File: src/core/sync_slave_pkg.sv
// Constants and register map of the synchronous slave serial port.
//
// Contract
// With two words queued at sleep, the first moves to the shifter and transmits.
// The second word waits in the holding register; tx_empty_flag stays clear.
// After the first word leaves, load the pending word, then set tx_empty_flag.
// Transmit interrupt with peripheral enable wakes core; global enable adds vectoring.
// Software sets sync, port enable, slave clock, clears receive enables, then tx_enable.
// In nine-bit transmit the ninth bit is set first and sent with the word.
// Writing the holding register starts transmission, clocked by the external master.
// Continuous receive stays set in slave receive, so the receiver never idles.
// Single receive enable has no effect on slave reception.
// A character received during sleep moves to the buffer and may wake the core.
// After wake the core resumes; with global enable it calls the fixed vector.
// Only synchronous slave mode runs its shifters during sleep.
// Both shifters are clocked by the serial clock from the external master.
// Software sets sync, port enable, slave clock, nine-bit option, then continuous receive.
// A complete character sets rx_full_flag and requests an interrupt when enabled.
// Software reads the ninth received bit before the low eight data bits.
// Overrun clears when continuous receive or port enable is cleared.
// Reading the receive buffer drains it; rx_full_flag clears once empty.
// While the core sleeps the port still accepts clock and data from the master.
// Filling shifter and holding register before sleep leaves tx_empty_flag clear.
// Writing a new character after a sleep transfer clears tx_empty_flag again.
// Software enables transmit and peripheral interrupts before sleep to get a wake.
// Data changes on the leading edge, valid at trailing edge; one clock per bit.
// In slave mode the clock pin driver is off; the pin is an input only.
// Two-character receive buffer; a third sets overrun, keeps data, stops reception.
// Received data is sampled on the trailing serial clock edge.
// Serial clock edges are synchronised into the system clock before use.
package sync_slave_pkg;
   localparam int         ADDR_W     = 5;
   localparam int         DATA_W     = 32;
   localparam logic [4:0] TCS_OFF    = 5'h00;
   localparam logic [4:0] RCS_OFF    = 5'h04;
   localparam logic [4:0] BAUD_OFF   = 5'h08;
   localparam logic [4:0] THD_OFF    = 5'h0c;
   localparam logic [4:0] RBD_OFF    = 5'h10;
   localparam logic [4:0] IRQC_OFF   = 5'h14;
   localparam logic [4:0] IRQF_OFF   = 5'h18;
   localparam int         TCS_MASTER = 7;
   localparam int         TCS_NINE   = 6;
   localparam int         TCS_TX_ENABLE   = 5;
   localparam int         TCS_SYNC   = 4;
   localparam int         TCS_EMPTY  = 1;
   localparam int         TCS_NINTH  = 0;
   localparam int         RCS_PEN    = 7;
   localparam int         RCS_NINE   = 6;
   localparam int         RCS_SINGLE = 5;
   localparam int         RCS_CONT   = 4;
   localparam int         RCS_OVR    = 1;
   localparam int         RCS_NINTH  = 0;
   localparam int         BAUD_IDLE  = 6;
   localparam int         BAUD_INV   = 4;
   localparam int         IRQ_GLOBAL = 3;
   localparam int         IRQ_PERIPH = 2;
   localparam int         IRQ_RX     = 1;
   localparam int         IRQ_TX     = 0;
   localparam int         FLG_RX     = 1;
   localparam int         FLG_TX     = 0;
   localparam logic [3:0] BITS_8     = 4'h8;
   localparam logic [3:0] BITS_9     = 4'h9;
   localparam logic [1:0] RX_FULL    = 2'h2;
   localparam int         RX_DEPTH   = 2;
   localparam logic [1:0] RESP_OKAY  = 2'h0;
   localparam logic [1:0] RESP_ERR   = 2'h2;
   localparam logic [11:0] VECTOR_ADDR = 12'h004;
endpackage

File: src/core/sync_slave_serial_port.sv
// Synchronous slave serial port with an AXI4-Lite register slave.
`timescale 1ns/10ps
module sync_slave_serial_port
(
   input  wire logic                              ref_clk,
   input  wire logic                              rst,
   input  wire logic [sync_slave_pkg::ADDR_W-1:0] awaddr,
   input  wire logic                              awvalid,
   output logic                                   awready,
   input  wire logic [sync_slave_pkg::DATA_W-1:0] wdata,
   input  wire logic [3:0]                        wstrb,
   input  wire logic                              wvalid,
   output logic                                   wready,
   output logic [1:0]                             bresp,
   output logic                                   bvalid,
   input  wire logic                              bready,
   input  wire logic [sync_slave_pkg::ADDR_W-1:0] araddr,
   input  wire logic                              arvalid,
   output logic                                   arready,
   output logic [sync_slave_pkg::DATA_W-1:0]      rdata,
   output logic [1:0]                             rresp,
   output logic                                   rvalid,
   input  wire logic                              rready,
   input  wire logic                              core_sleep,
   input  wire logic                              clock_pin_in,
   output logic                                   clock_pin_out,
   output logic                                   clock_pin_oe_n,
   input  wire logic                              data_pin_in,
   output logic                                   data_pin_out,
   output logic                                   data_pin_oe_n,
   output logic                                   irq_request,
   output logic                                   wake_core,
   output logic                                   vector_call,
   output logic [11:0]                            vector_address
);
   import sync_slave_pkg::*;

   logic                clock_source_master;
   logic                nine_bit_tx_select;
   logic                tx_enable;
   logic                sync_mode;
   logic                ninth_tx_bit;
   logic                port_enable;
   logic                nine_bit_rx_select;
   logic                single_rx_enable;
   logic                continuous_rx_enable;
   logic                clock_invert;
   logic                global_irq_enable;
   logic                peripheral_irq_enable;
   logic                rx_irq_enable;
   logic                tx_irq_enable;
   logic                aw_held;
   logic                w_held;
   logic [ADDR_W-1:0]   wr_addr;
   logic [7:0]          wr_data;
   logic                wr_low;
   logic                wr_fire;
   logic                wr_hit;
   logic                rd_fire;
   logic                rd_hit;
   logic [7:0]          rd_byte;
   logic                ck_s1;
   logic                ck_s2;
   logic                ck_d;
   logic                dt_s1;
   logic                dt_s2;
   logic                lead_edge;
   logic                trail_edge;
   logic                slave;
   logic                tx_run;
   logic                rx_run;
   logic [8:0]          hold_data;
   logic                hold_valid;
   logic [8:0]          transmit_shifter;
   logic [3:0]          tx_left;
   logic                tx_busy;
   logic                tx_load;
   logic                thd_write;
   logic                tx_empty_flag;
   logic [8:0]          receive_shifter;
   logic [3:0]          rx_got;
   logic [3:0]          rx_bits;
   logic [8:0]          rx_new;
   logic [8:0]          rx_word;
   logic                rx_sample;
   logic                rx_done;
   logic                rx_push;
   logic                rx_pop;
   logic [8:0]          rx_mem [RX_DEPTH];
   logic [1:0]          rx_count;
   logic                rx_head;
   logic                rx_tail;
   logic                rx_full_flag;
   logic                overrun_flag;
   logic                pending;

   // Bus slave: address and data are taken in either order, the write acts once both
   // are held, and each channel reopens only after the response has been taken.
   assign wr_fire = aw_held && w_held && !bvalid;
   assign rd_fire = arvalid && arready;

   always_ff @(posedge ref_clk or posedge rst)
   begin
      if (rst)
      begin
         aw_held <= 1'b0;
         awready <= 1'b0;
         wr_addr <= '0;
      end
      else if (awvalid && awready)
      begin
         aw_held <= 1'b1;
         awready <= 1'b0;
         wr_addr <= awaddr;
      end
      else
      begin
         if (wr_fire)
            aw_held <= 1'b0;
         if (!aw_held && !bvalid)
            awready <= 1'b1;
      end
   end

   always_ff @(posedge ref_clk or posedge rst)
   begin
      if (rst)
      begin
         w_held  <= 1'b0;
         wready  <= 1'b0;
         wr_data <= '0;
         wr_low  <= 1'b0;
      end
      else if (wvalid && wready)
      begin
         w_held  <= 1'b1;
         wready  <= 1'b0;
         wr_data <= wdata[7:0];
         wr_low  <= wstrb[0];
      end
      else
      begin
         if (wr_fire)
            w_held <= 1'b0;
         if (!w_held && !bvalid)
            wready <= 1'b1;
      end
   end

   always_comb
   begin
      unique case (wr_addr)
         TCS_OFF, RCS_OFF, BAUD_OFF, THD_OFF, RBD_OFF, IRQC_OFF, IRQF_OFF: wr_hit = 1'b1;
         default: wr_hit = 1'b0;
      endcase
   end

   always_ff @(posedge ref_clk or posedge rst)
   begin
      if (rst)
      begin
         bvalid <= 1'b0;
         bresp  <= RESP_OKAY;
      end
      else if (wr_fire)
      begin
         bvalid <= 1'b1;
         bresp  <= wr_hit ? RESP_OKAY : RESP_ERR;
      end
      else if (bready)
         bvalid <= 1'b0;
   end

   assign thd_write = wr_fire && wr_low && (wr_addr == THD_OFF);

   always_ff @(posedge ref_clk or posedge rst)
   begin
      if (rst)
      begin
         clock_source_master   <= 1'b0;
         nine_bit_tx_select    <= 1'b0;
         tx_enable             <= 1'b0;
         sync_mode             <= 1'b0;
         ninth_tx_bit          <= 1'b0;
         port_enable           <= 1'b0;
         nine_bit_rx_select    <= 1'b0;
         single_rx_enable      <= 1'b0;
         continuous_rx_enable  <= 1'b0;
         clock_invert          <= 1'b0;
         global_irq_enable     <= 1'b0;
         peripheral_irq_enable <= 1'b0;
         rx_irq_enable         <= 1'b0;
         tx_irq_enable         <= 1'b0;
      end
      else if (wr_fire && wr_low)
      begin
         if (wr_addr == TCS_OFF)
         begin
            clock_source_master <= wr_data[TCS_MASTER];
            nine_bit_tx_select  <= wr_data[TCS_NINE];
            tx_enable           <= wr_data[TCS_TX_ENABLE];
            sync_mode           <= wr_data[TCS_SYNC];
            ninth_tx_bit        <= wr_data[TCS_NINTH];
         end
         if (wr_addr == RCS_OFF)
         begin
            port_enable          <= wr_data[RCS_PEN];
            nine_bit_rx_select   <= wr_data[RCS_NINE];
            single_rx_enable     <= wr_data[RCS_SINGLE];
            continuous_rx_enable <= wr_data[RCS_CONT];
         end
         if (wr_addr == BAUD_OFF)
            clock_invert <= wr_data[BAUD_INV];
         if (wr_addr == IRQC_OFF)
         begin
            global_irq_enable     <= wr_data[IRQ_GLOBAL];
            peripheral_irq_enable <= wr_data[IRQ_PERIPH];
            rx_irq_enable         <= wr_data[IRQ_RX];
            tx_irq_enable         <= wr_data[IRQ_TX];
         end
      end
   end

   // The ninth bit shown is that of the oldest unread character, so it must be read
   // before the data register pops it.
   always_comb
   begin
      rd_byte = 8'h00;
      rd_hit  = 1'b1;
      unique case (araddr)
         TCS_OFF:
         begin
            rd_byte[TCS_MASTER] = clock_source_master;
            rd_byte[TCS_NINE]   = nine_bit_tx_select;
            rd_byte[TCS_TX_ENABLE]   = tx_enable;
            rd_byte[TCS_SYNC]   = sync_mode;
            rd_byte[TCS_EMPTY]  = !tx_busy;
            rd_byte[TCS_NINTH]  = ninth_tx_bit;
         end
         RCS_OFF:
         begin
            rd_byte[RCS_PEN]    = port_enable;
            rd_byte[RCS_NINE]   = nine_bit_rx_select;
            rd_byte[RCS_SINGLE] = single_rx_enable;
            rd_byte[RCS_CONT]   = continuous_rx_enable;
            rd_byte[RCS_OVR]    = overrun_flag;
            rd_byte[RCS_NINTH]  = rx_mem[rx_head][8];
         end
         BAUD_OFF:
         begin
            rd_byte[BAUD_IDLE] = !rx_run;
            rd_byte[BAUD_INV]  = clock_invert;
         end
         RBD_OFF:
            rd_byte = rx_mem[rx_head][7:0];
         IRQC_OFF:
         begin
            rd_byte[IRQ_GLOBAL] = global_irq_enable;
            rd_byte[IRQ_PERIPH] = peripheral_irq_enable;
            rd_byte[IRQ_RX]     = rx_irq_enable;
            rd_byte[IRQ_TX]     = tx_irq_enable;
         end
         IRQF_OFF:
         begin
            rd_byte[FLG_RX] = rx_full_flag;
            rd_byte[FLG_TX] = tx_empty_flag;
         end
         THD_OFF:
            rd_byte = 8'h00;
         default:
            rd_hit = 1'b0;
      endcase
   end

   always_ff @(posedge ref_clk or posedge rst)
   begin
      if (rst)
      begin
         arready <= 1'b0;
         rvalid  <= 1'b0;
         rdata   <= '0;
         rresp   <= RESP_OKAY;
      end
      else if (rd_fire)
      begin
         arready <= 1'b0;
         rvalid  <= 1'b1;
         rdata   <= {24'h000000, rd_byte};
         rresp   <= rd_hit ? RESP_OKAY : RESP_ERR;
      end
      else
      begin
         if (rvalid && rready)
            rvalid <= 1'b0;
         if (!rvalid)
            arready <= 1'b1;
      end
   end

   // The master's clock is slow against ref_clk, so it is sampled and its edges found
   // here; the port keeps working while the core sleeps because ref_clk keeps running.
   always_ff @(posedge ref_clk or posedge rst)
   begin
      if (rst)
      begin
         ck_s1 <= 1'b0;
         ck_s2 <= 1'b0;
         ck_d  <= 1'b0;
         dt_s1 <= 1'b0;
         dt_s2 <= 1'b0;
      end
      else
      begin
         ck_s1 <= clock_pin_in;
         ck_s2 <= ck_s1;
         ck_d  <= ck_s2;
         dt_s1 <= data_pin_in;
         dt_s2 <= dt_s1;
      end
   end

   assign lead_edge  = clock_invert ? (!ck_s2 && ck_d) : (ck_s2 && !ck_d);
   assign trail_edge = clock_invert ? (ck_s2 && !ck_d) : (!ck_s2 && ck_d);

   // Sleep does not gate the shifters: only the slave configuration runs them.
   assign slave  = port_enable && sync_mode && !clock_source_master;
   assign tx_run = slave && !continuous_rx_enable && tx_enable;
   assign rx_run = slave && continuous_rx_enable;

   always_ff @(posedge ref_clk or posedge rst)
   begin
      if (rst)
      begin
         clock_pin_out  <= 1'b0;
         clock_pin_oe_n <= 1'b1;
         data_pin_oe_n  <= 1'b1;
      end
      else
      begin
         clock_pin_out  <= 1'b0;
         clock_pin_oe_n <= 1'b1;
         data_pin_oe_n  <= !tx_run;
      end
   end

   assign tx_load       = tx_run && hold_valid && !tx_busy;
   assign tx_empty_flag = !hold_valid;

   // A write to a full holding register is dropped rather than overwriting the word.
   always_ff @(posedge ref_clk or posedge rst)
   begin
      if (rst)
      begin
         hold_valid <= 1'b0;
         hold_data  <= '0;
      end
      else if (!port_enable)
         hold_valid <= 1'b0;
      else if (thd_write && !hold_valid)
      begin
         hold_valid <= 1'b1;
         hold_data  <= {ninth_tx_bit, wr_data};
      end
      else if (tx_load)
         hold_valid <= 1'b0;
   end

   always_ff @(posedge ref_clk or posedge rst)
   begin
      if (rst)
      begin
         transmit_shifter <= '0;
         tx_left          <= 4'h0;
         tx_busy          <= 1'b0;
         data_pin_out     <= 1'b0;
      end
      else if (!port_enable)
      begin
         tx_busy <= 1'b0;
         tx_left <= 4'h0;
      end
      else if (tx_load)
      begin
         transmit_shifter <= hold_data;
         tx_left          <= nine_bit_tx_select ? BITS_9 : BITS_8;
         tx_busy          <= 1'b1;
      end
      else if (tx_busy && tx_run && lead_edge && tx_left != 4'h0)
      begin
         data_pin_out     <= transmit_shifter[0];
         transmit_shifter <= transmit_shifter >> 1;
         tx_left          <= tx_left - 4'h1;
      end
      else if (tx_busy && tx_run && trail_edge && tx_left == 4'h0)
         tx_busy <= 1'b0;
   end

   assign rx_bits   = nine_bit_rx_select ? BITS_9 : BITS_8;
   assign rx_new    = {dt_s2, receive_shifter[8:1]};
   assign rx_word   = nine_bit_rx_select ? rx_new : {1'b0, rx_new[8:1]};
   assign rx_sample = rx_run && trail_edge && !overrun_flag;
   assign rx_done   = rx_sample && (rx_got == rx_bits - 4'h1);
   assign rx_push   = rx_done && (rx_count != RX_FULL);
   assign rx_pop    = rd_fire && (araddr == RBD_OFF) && (rx_count != 2'h0);
   assign rx_tail   = rx_head ^ rx_count[0];

   // Dropping continuous receive discards a partial character.
   always_ff @(posedge ref_clk or posedge rst)
   begin
      if (rst)
      begin
         receive_shifter <= '0;
         rx_got          <= 4'h0;
      end
      else if (!rx_run)
         rx_got <= 4'h0;
      else if (rx_sample)
      begin
         receive_shifter <= rx_new;
         rx_got          <= rx_done ? 4'h0 : rx_got + 4'h1;
      end
   end

   for (genvar i = 0; i < RX_DEPTH; i++)
   begin : g_rx_entry
      always_ff @(posedge ref_clk or posedge rst)
      begin
         if (rst)
            rx_mem[i] <= '0;
         else if (rx_push && rx_tail == 1'(i))
            rx_mem[i] <= rx_word;
      end
   end

   always_ff @(posedge ref_clk or posedge rst)
   begin
      if (rst)
      begin
         rx_count <= 2'h0;
         rx_head  <= 1'b0;
      end
      else if (!port_enable)
      begin
         rx_count <= 2'h0;
         rx_head  <= 1'b0;
      end
      else
      begin
         rx_count <= rx_count + {1'b0, rx_push} - {1'b0, rx_pop};
         if (rx_pop)
            rx_head <= !rx_head;
      end
   end

   assign rx_full_flag = rx_count != 2'h0;

   always_ff @(posedge ref_clk or posedge rst)
   begin
      if (rst)
         overrun_flag <= 1'b0;
      else if (!continuous_rx_enable || !port_enable)
         overrun_flag <= 1'b0;
      else if (rx_done && rx_count == RX_FULL)
         overrun_flag <= 1'b1;
   end

   assign pending = peripheral_irq_enable
                    && ((tx_empty_flag && tx_irq_enable) || (rx_full_flag && rx_irq_enable));

   always_ff @(posedge ref_clk or posedge rst)
   begin
      if (rst)
      begin
         irq_request    <= 1'b0;
         wake_core      <= 1'b0;
         vector_call    <= 1'b0;
         vector_address <= 12'h000;
      end
      else
      begin
         irq_request    <= pending;
         wake_core      <= core_sleep && pending;
         vector_call    <= pending && global_irq_enable;
         vector_address <= VECTOR_ADDR;
      end
   end
endmodule

File: config.mk
export PLATFORM = sky130hd
export DESIGN_NAME = sync_slave_serial_port
export DESIGN_NICKNAME = d
export VERILOG_FILES = /design/src/core/sync_slave_pkg.sv /design/src/core/sync_slave_serial_port.sv
export SDC_FILE = /design/constraint.sdc
export NUM_CORES = 1
export LEC_CHECK = 0
export BUFFER_PORTS_ARGS = -buffer_cell sky130_fd_sc_hd__buf_2
export CORE_ASPECT_RATIO = 0.8
export CORE_MARGIN = 2
export CORE_UTILIZATION = 50
export DETAILED_ROUTE_END_ITERATION = 8
export PLACE_DENSITY = 0.77
export SLEW_MARGIN = 0
export SYNTH_ARGS = -nofsm -noshare
export SYNTH_HDL_FRONTEND = slang
export SYNTH_SLANG_ARGS = --single-unit
File: constraint.sdc
create_clock -name ref_clk -period 3.74 [get_ports ref_clk]
set_input_delay 0.748 -clock ref_clk [delete_from_list [all_inputs] [get_ports ref_clk]]
set_output_delay 0.748 -clock ref_clk [all_outputs]
set_load 0.02 [all_outputs]
# Word level (Yosys, flattened, before mapping)
# Cells that the tools add are included.
# word_totals
register_bits	117
input_bits	56
out_inout_bits	60
elab_cells	212
# classes
add_sub_neg	5
n_lt_le_gt_ge	1
n_eq_ne	22
muxes	51
n_bitwise	4
n_reduce_logical	79
# ops
operator	n
$mux 9	6
$logic_and 1x1->1	39
$eq 5x5->1 const B	6
$mux 1	30
$mux 4	6
$eq 5x4->1 const B	4
$reduce_bool 2->1	9
$reduce_and 2->1	8
$logic_not 1->1	14
$reduce_or 7->1	2
$eq 5x3->1 const B	2
$logic_not 5->1	2
$pmux 2 s5	1
$ne 3x1->1 const B	3
$pmux 1 s4	2
$sub 4x1->4 const B	2
$mux 2	3
$ne 2x1->1 const B	3
$pmux 1 s3	2
$add 4x1->4 const B	1
$eq 4x4->1	1
$logic_not 4->1	1
$pmux 2 s2	1
$reduce_bool 4->1	1
other kinds (11)	13

# Logic depth before layout (Yosys ltp)
# logic_depth
word_depth	11
depth_mapped	9
depth_no_buf	8

# Least setup slack after synthesis
# No wires, ideal clock.
# synth_timing
kind	input to register
startpoint	input port araddr[2] in the netlist's numbering
endpoint	register rx_count[1]
setup_time_ns	0.124
arrival_ns	2.406
t_required_ns	3.616
path_slack_ns	1.210
cell_stages	9
path_buffers	1
cell_sequence	clkbuf_1 > nand2b_1 > nor4b_1 > ha_1 > inv_1 > ha_1 > xor2_1 > xnor2_1 > nor2_1
# synth_via
elab_chain_len	5
# synth_lines
element	line_no	rtl
start: declaration	sync_slave_serial_port.sv:17	input wire logic [sync_slave_pkg::ADDR_W-1:0] araddr,
$eq 5x5->1	sync_slave_serial_port.sv:404	assign rx_pop = rd_fire && (araddr == RBD_OFF) && (rx_count != 2'h0);
$logic_and 1x1->1 (2 in series)	sync_slave_serial_port.sv:404	
$sub 2x1->2	sync_slave_serial_port.sv:449	rx_count <= rx_count + {1'b0, rx_push} - {1'b0, rx_pop};
$mux 2	sync_slave_serial_port.sv:442	else if (!port_enable)
end signal: assignment	sync_slave_serial_port.sv:449	
end: declaration	sync_slave_serial_port.sv:90	logic [1:0] rx_count;
# No other way between the ends.
# A chain may end at the register's enable or synchronous reset.

# Final worst setup path
# layout_timing
startpoint	input port araddr[3] in the netlist's numbering
endpoint	register rx_count[1]
# Same word-level chain as after synthesis.

==> run metrics <==
number of global-route vias before repair 3440; slew margin rel. 49.3%; clock tree from TritonCTS done; number of instances in the placed design 630; R2R cell count 4; area of the die 11900 um2; Mapped Area 5520 um2; Gates resized, CTS repair 0; Synth top area share 51.2%; switching power as a share of total power 27.4%; distinct cell type count after synthesis 62; final critical path time including I/O delays and setup 2470 ps; multiplexer area fraction after synthesis 21.1%; floorplan die height 98.0 um; vias 3535; filler-free cell count of the finished design 661; max-slew violation count 0; DRC violations left 0; sw power 1.02 mW; Setup-failing EPs final 0; clock edge transition at the registers on the reported setup and hold paths 50 ps; number of antenna-violating nets in the routed design 0; cells after synthesis 446; Overflow after GRT 0; Starting Density 51.1%; Root Buffer clkbuf_16; core area 10800 um2; type of the tightest min-delay check flip-flop to flip-flop; EDFF count, synth 0; clock sinks 114; Synth area leaders dfrtp_1, mux2_2, buf_4, mux2i_1, nand2_1; setup slack after placement 911 ps; pin slew with the least headroom to its limit 754 ps; WL final 10900 um; antenna violations before repair 0; number of buffers created by CTS 17; Gate power share 14.1%; total I/O pin count 116; worst setup slack after layout 1270 ps; share of synthesized flip-flops with an asynchronous set or reset 100%; static leakage 3.10 nW; number of inserted diodes 0; setup TNS after final layout 0 ps; synthesized area divided by synthesized cell count 12.4 um2; clock insertion delay at the later pin of the skew report 410 ps; Post-CTS Hold Fix Bufs 0; most frequent standard cell in the layout excluding fill and tap cells dfrtp_1; CTS HTree Levels 4; sequential share of the synthesized area 51.7%; global placer's final weighted congestion 0.819; chip width 121 um; 1st-iter DRT viols 194; FP Rows 34; number of max-capacitance violations reported 0; Post-Synth XOR/XNOR Area 0.476%; run status finished, final reports clean; main combinational cell family by area after synthesis multiplexers; power per cell area 583 nW/um2; Fill cells 876; share of the synthesized area in compound gates (AO/OA/AOI/OAI) 7.64%; commonest non-fill, non-tap cells in the layout dfrtp_1, mux2_2, buf_2; overall track demand over capacity in global routing 19.7%; register bit count reported by yosys 114; area leader, netlist dfrtp_1; post-detailed-route via-to-cell ratio 5.35; Period Utilization, post-route 66.0%; first-pass GRT wire length 17700 um; largest buffer count on any clock path 2; synthesis-to-layout area growth 15.5%; internal power contribution 2.70 mW; Worst Path Required 4020 ps; Critical Path Source Type primary input; iteration count of the initial detailed-routing pass 4; worst ir drop on vdd 492 uV; count of buffers inserted at the top-level ports 49; part of the total power dissipated in sequential elements 43.4%; maximum number of pins on one net before global-route repair 115; final core utilization 59.0%; worst clock skew 8.80 ps; Worst Hold Depth 0; Fmax 0.405 GHz; number of nets at the end of the flow 566; total of warnings raised by yosys 0; most used flip-flop cell after synthesis dfrtp_1; crit path capture type flip-flop; relative contribution of the clock network to total power 42.5%; post-synthesis share of cell area spent on and, or, nand and nor gates 10.6%; Post-DP HPWL 7480 um; Max Fanout on Critical Path 14; adder-cell share of the synthesized area 1.13%; fraction of final layout cells with drive strength greater than 1 36.6%; average detailed-routed wire length per instance 16.5 um; unrepaired setup endpoints after global routing false; post-CTS setup buffers 0; crit path kind primary input to flip-flop; Fin. Hold Viols 0; arrival time at the worst endpoint 2750 ps
-- power by group through the flow --
stage | Combinational, mW | Clock, mW | Sequential, mW
5_1_grt | 0.578 | 1.67 | 1.64
4_1_cts | 0.532 | 1.61 | 1.61
3_5_place_dp | 0.530 | 0 | 1.62
3_3_place_gp | 0.512 | 0 | 1.61
6_report | 0.525 | 1.58 | 1.61
2_1_floorplan | 0.389 | 0 | 1.60
-- critical path, stage by stage --
cell and delay, ps:
buf_2 170, nor3_1 380, nor4b_1 500, ha_1 330, inv_1 80, ha_1 160
xor2_1 180, xnor2_1 140, nor2_1 50
-- through the flow --
| stage | area, um2 | hold slack (ps) | power, mW |
|---|---|---|---|
| 2_1_floorplan | 5670 | 331 | 1.99 |
| 3_3_place_gp | 5780 | 337 | 2.13 |
| 3_5_place_dp | 5780 | 346 | 2.15 |
| 4_1_cts | 6370 | 361 | 3.75 |
| 5_1_grt | 6370 | 387 | 3.89 |
| 6_report | 6370 | 355 | 3.71 |
-- worst paths after layout --
check | from | end | slack, ps
setup / recovery | araddr[3] | rx_count[1] | 1270
hold / removal | ck_s1 | ck_s2 | 350
setup reg to reg | nine_bit_rx_select | rx_mem[8] | 1350
hold reg to reg | ck_s1 | ck_s2 | 350
max in group asynchronous | rst | rdata[6] | 2760
min in group asynchronous | rst | rx_mem[2] | 460
-- synthesized netlist by cell type, drive strengths merged, types with 6 or more instances --
master  instances
dfrtp         113
mux2           90
buf            44
nand2          24
nor2           15
o21ai          15
inv            14
mux2i          13
a21oi          11
nor3            9
and2            6
clkbuf          6
-- layer usage --
layer,share of wire [%],global-route usage (%),wire [um],vias up
met5,0,0,0,-
met2,47,29.4,5120,112
met1,46,27.0,5010,1776
met3,6.5,6.83,706,2
met4,0.40,6.63,43,0
li1,-,-,-,1645
-- layout make-up --
type                       instances  area (um2)  share of cell area, %
timing repair buffer              52         280                   4.40
sequential                       114        2850                   44.8
clock inverter                     9         105                   1.65
clock buffer                      22         484                   7.60
tap                              144         180                   2.83
multi-input combinational        306        2410                   37.9
inverter                          14        56.3                  0.883
-- state kept, by name, indices dropped and copies added, names as in the netlist, 2 cells and up --
| signal | cells |
|---|---|
| rx_count | 2 |
| transmit_shifter | 9 |
| rx_mem | 18 |
| wr_data | 8 |
| wr_addr | 5 |
| hold_data | 9 |
| rx_got | 4 |
| rdata | 8 |
| receive_shifter | 8 |
| tx_left | 4 |
-- kinds of logic (layout without fill, tap and decap cells) --
group / Yosys count / count (layout)
compound gates: 62 / 62
simple gates: 92 / 92
flops: 114 / 114
buf+inv: 64 / 97
xor+xnor: 3 / 3
other cells: 2 / 40
fa+ha+maj: 5 / 5
mux: 104 / 104
(Power assumes the default switching activity.)
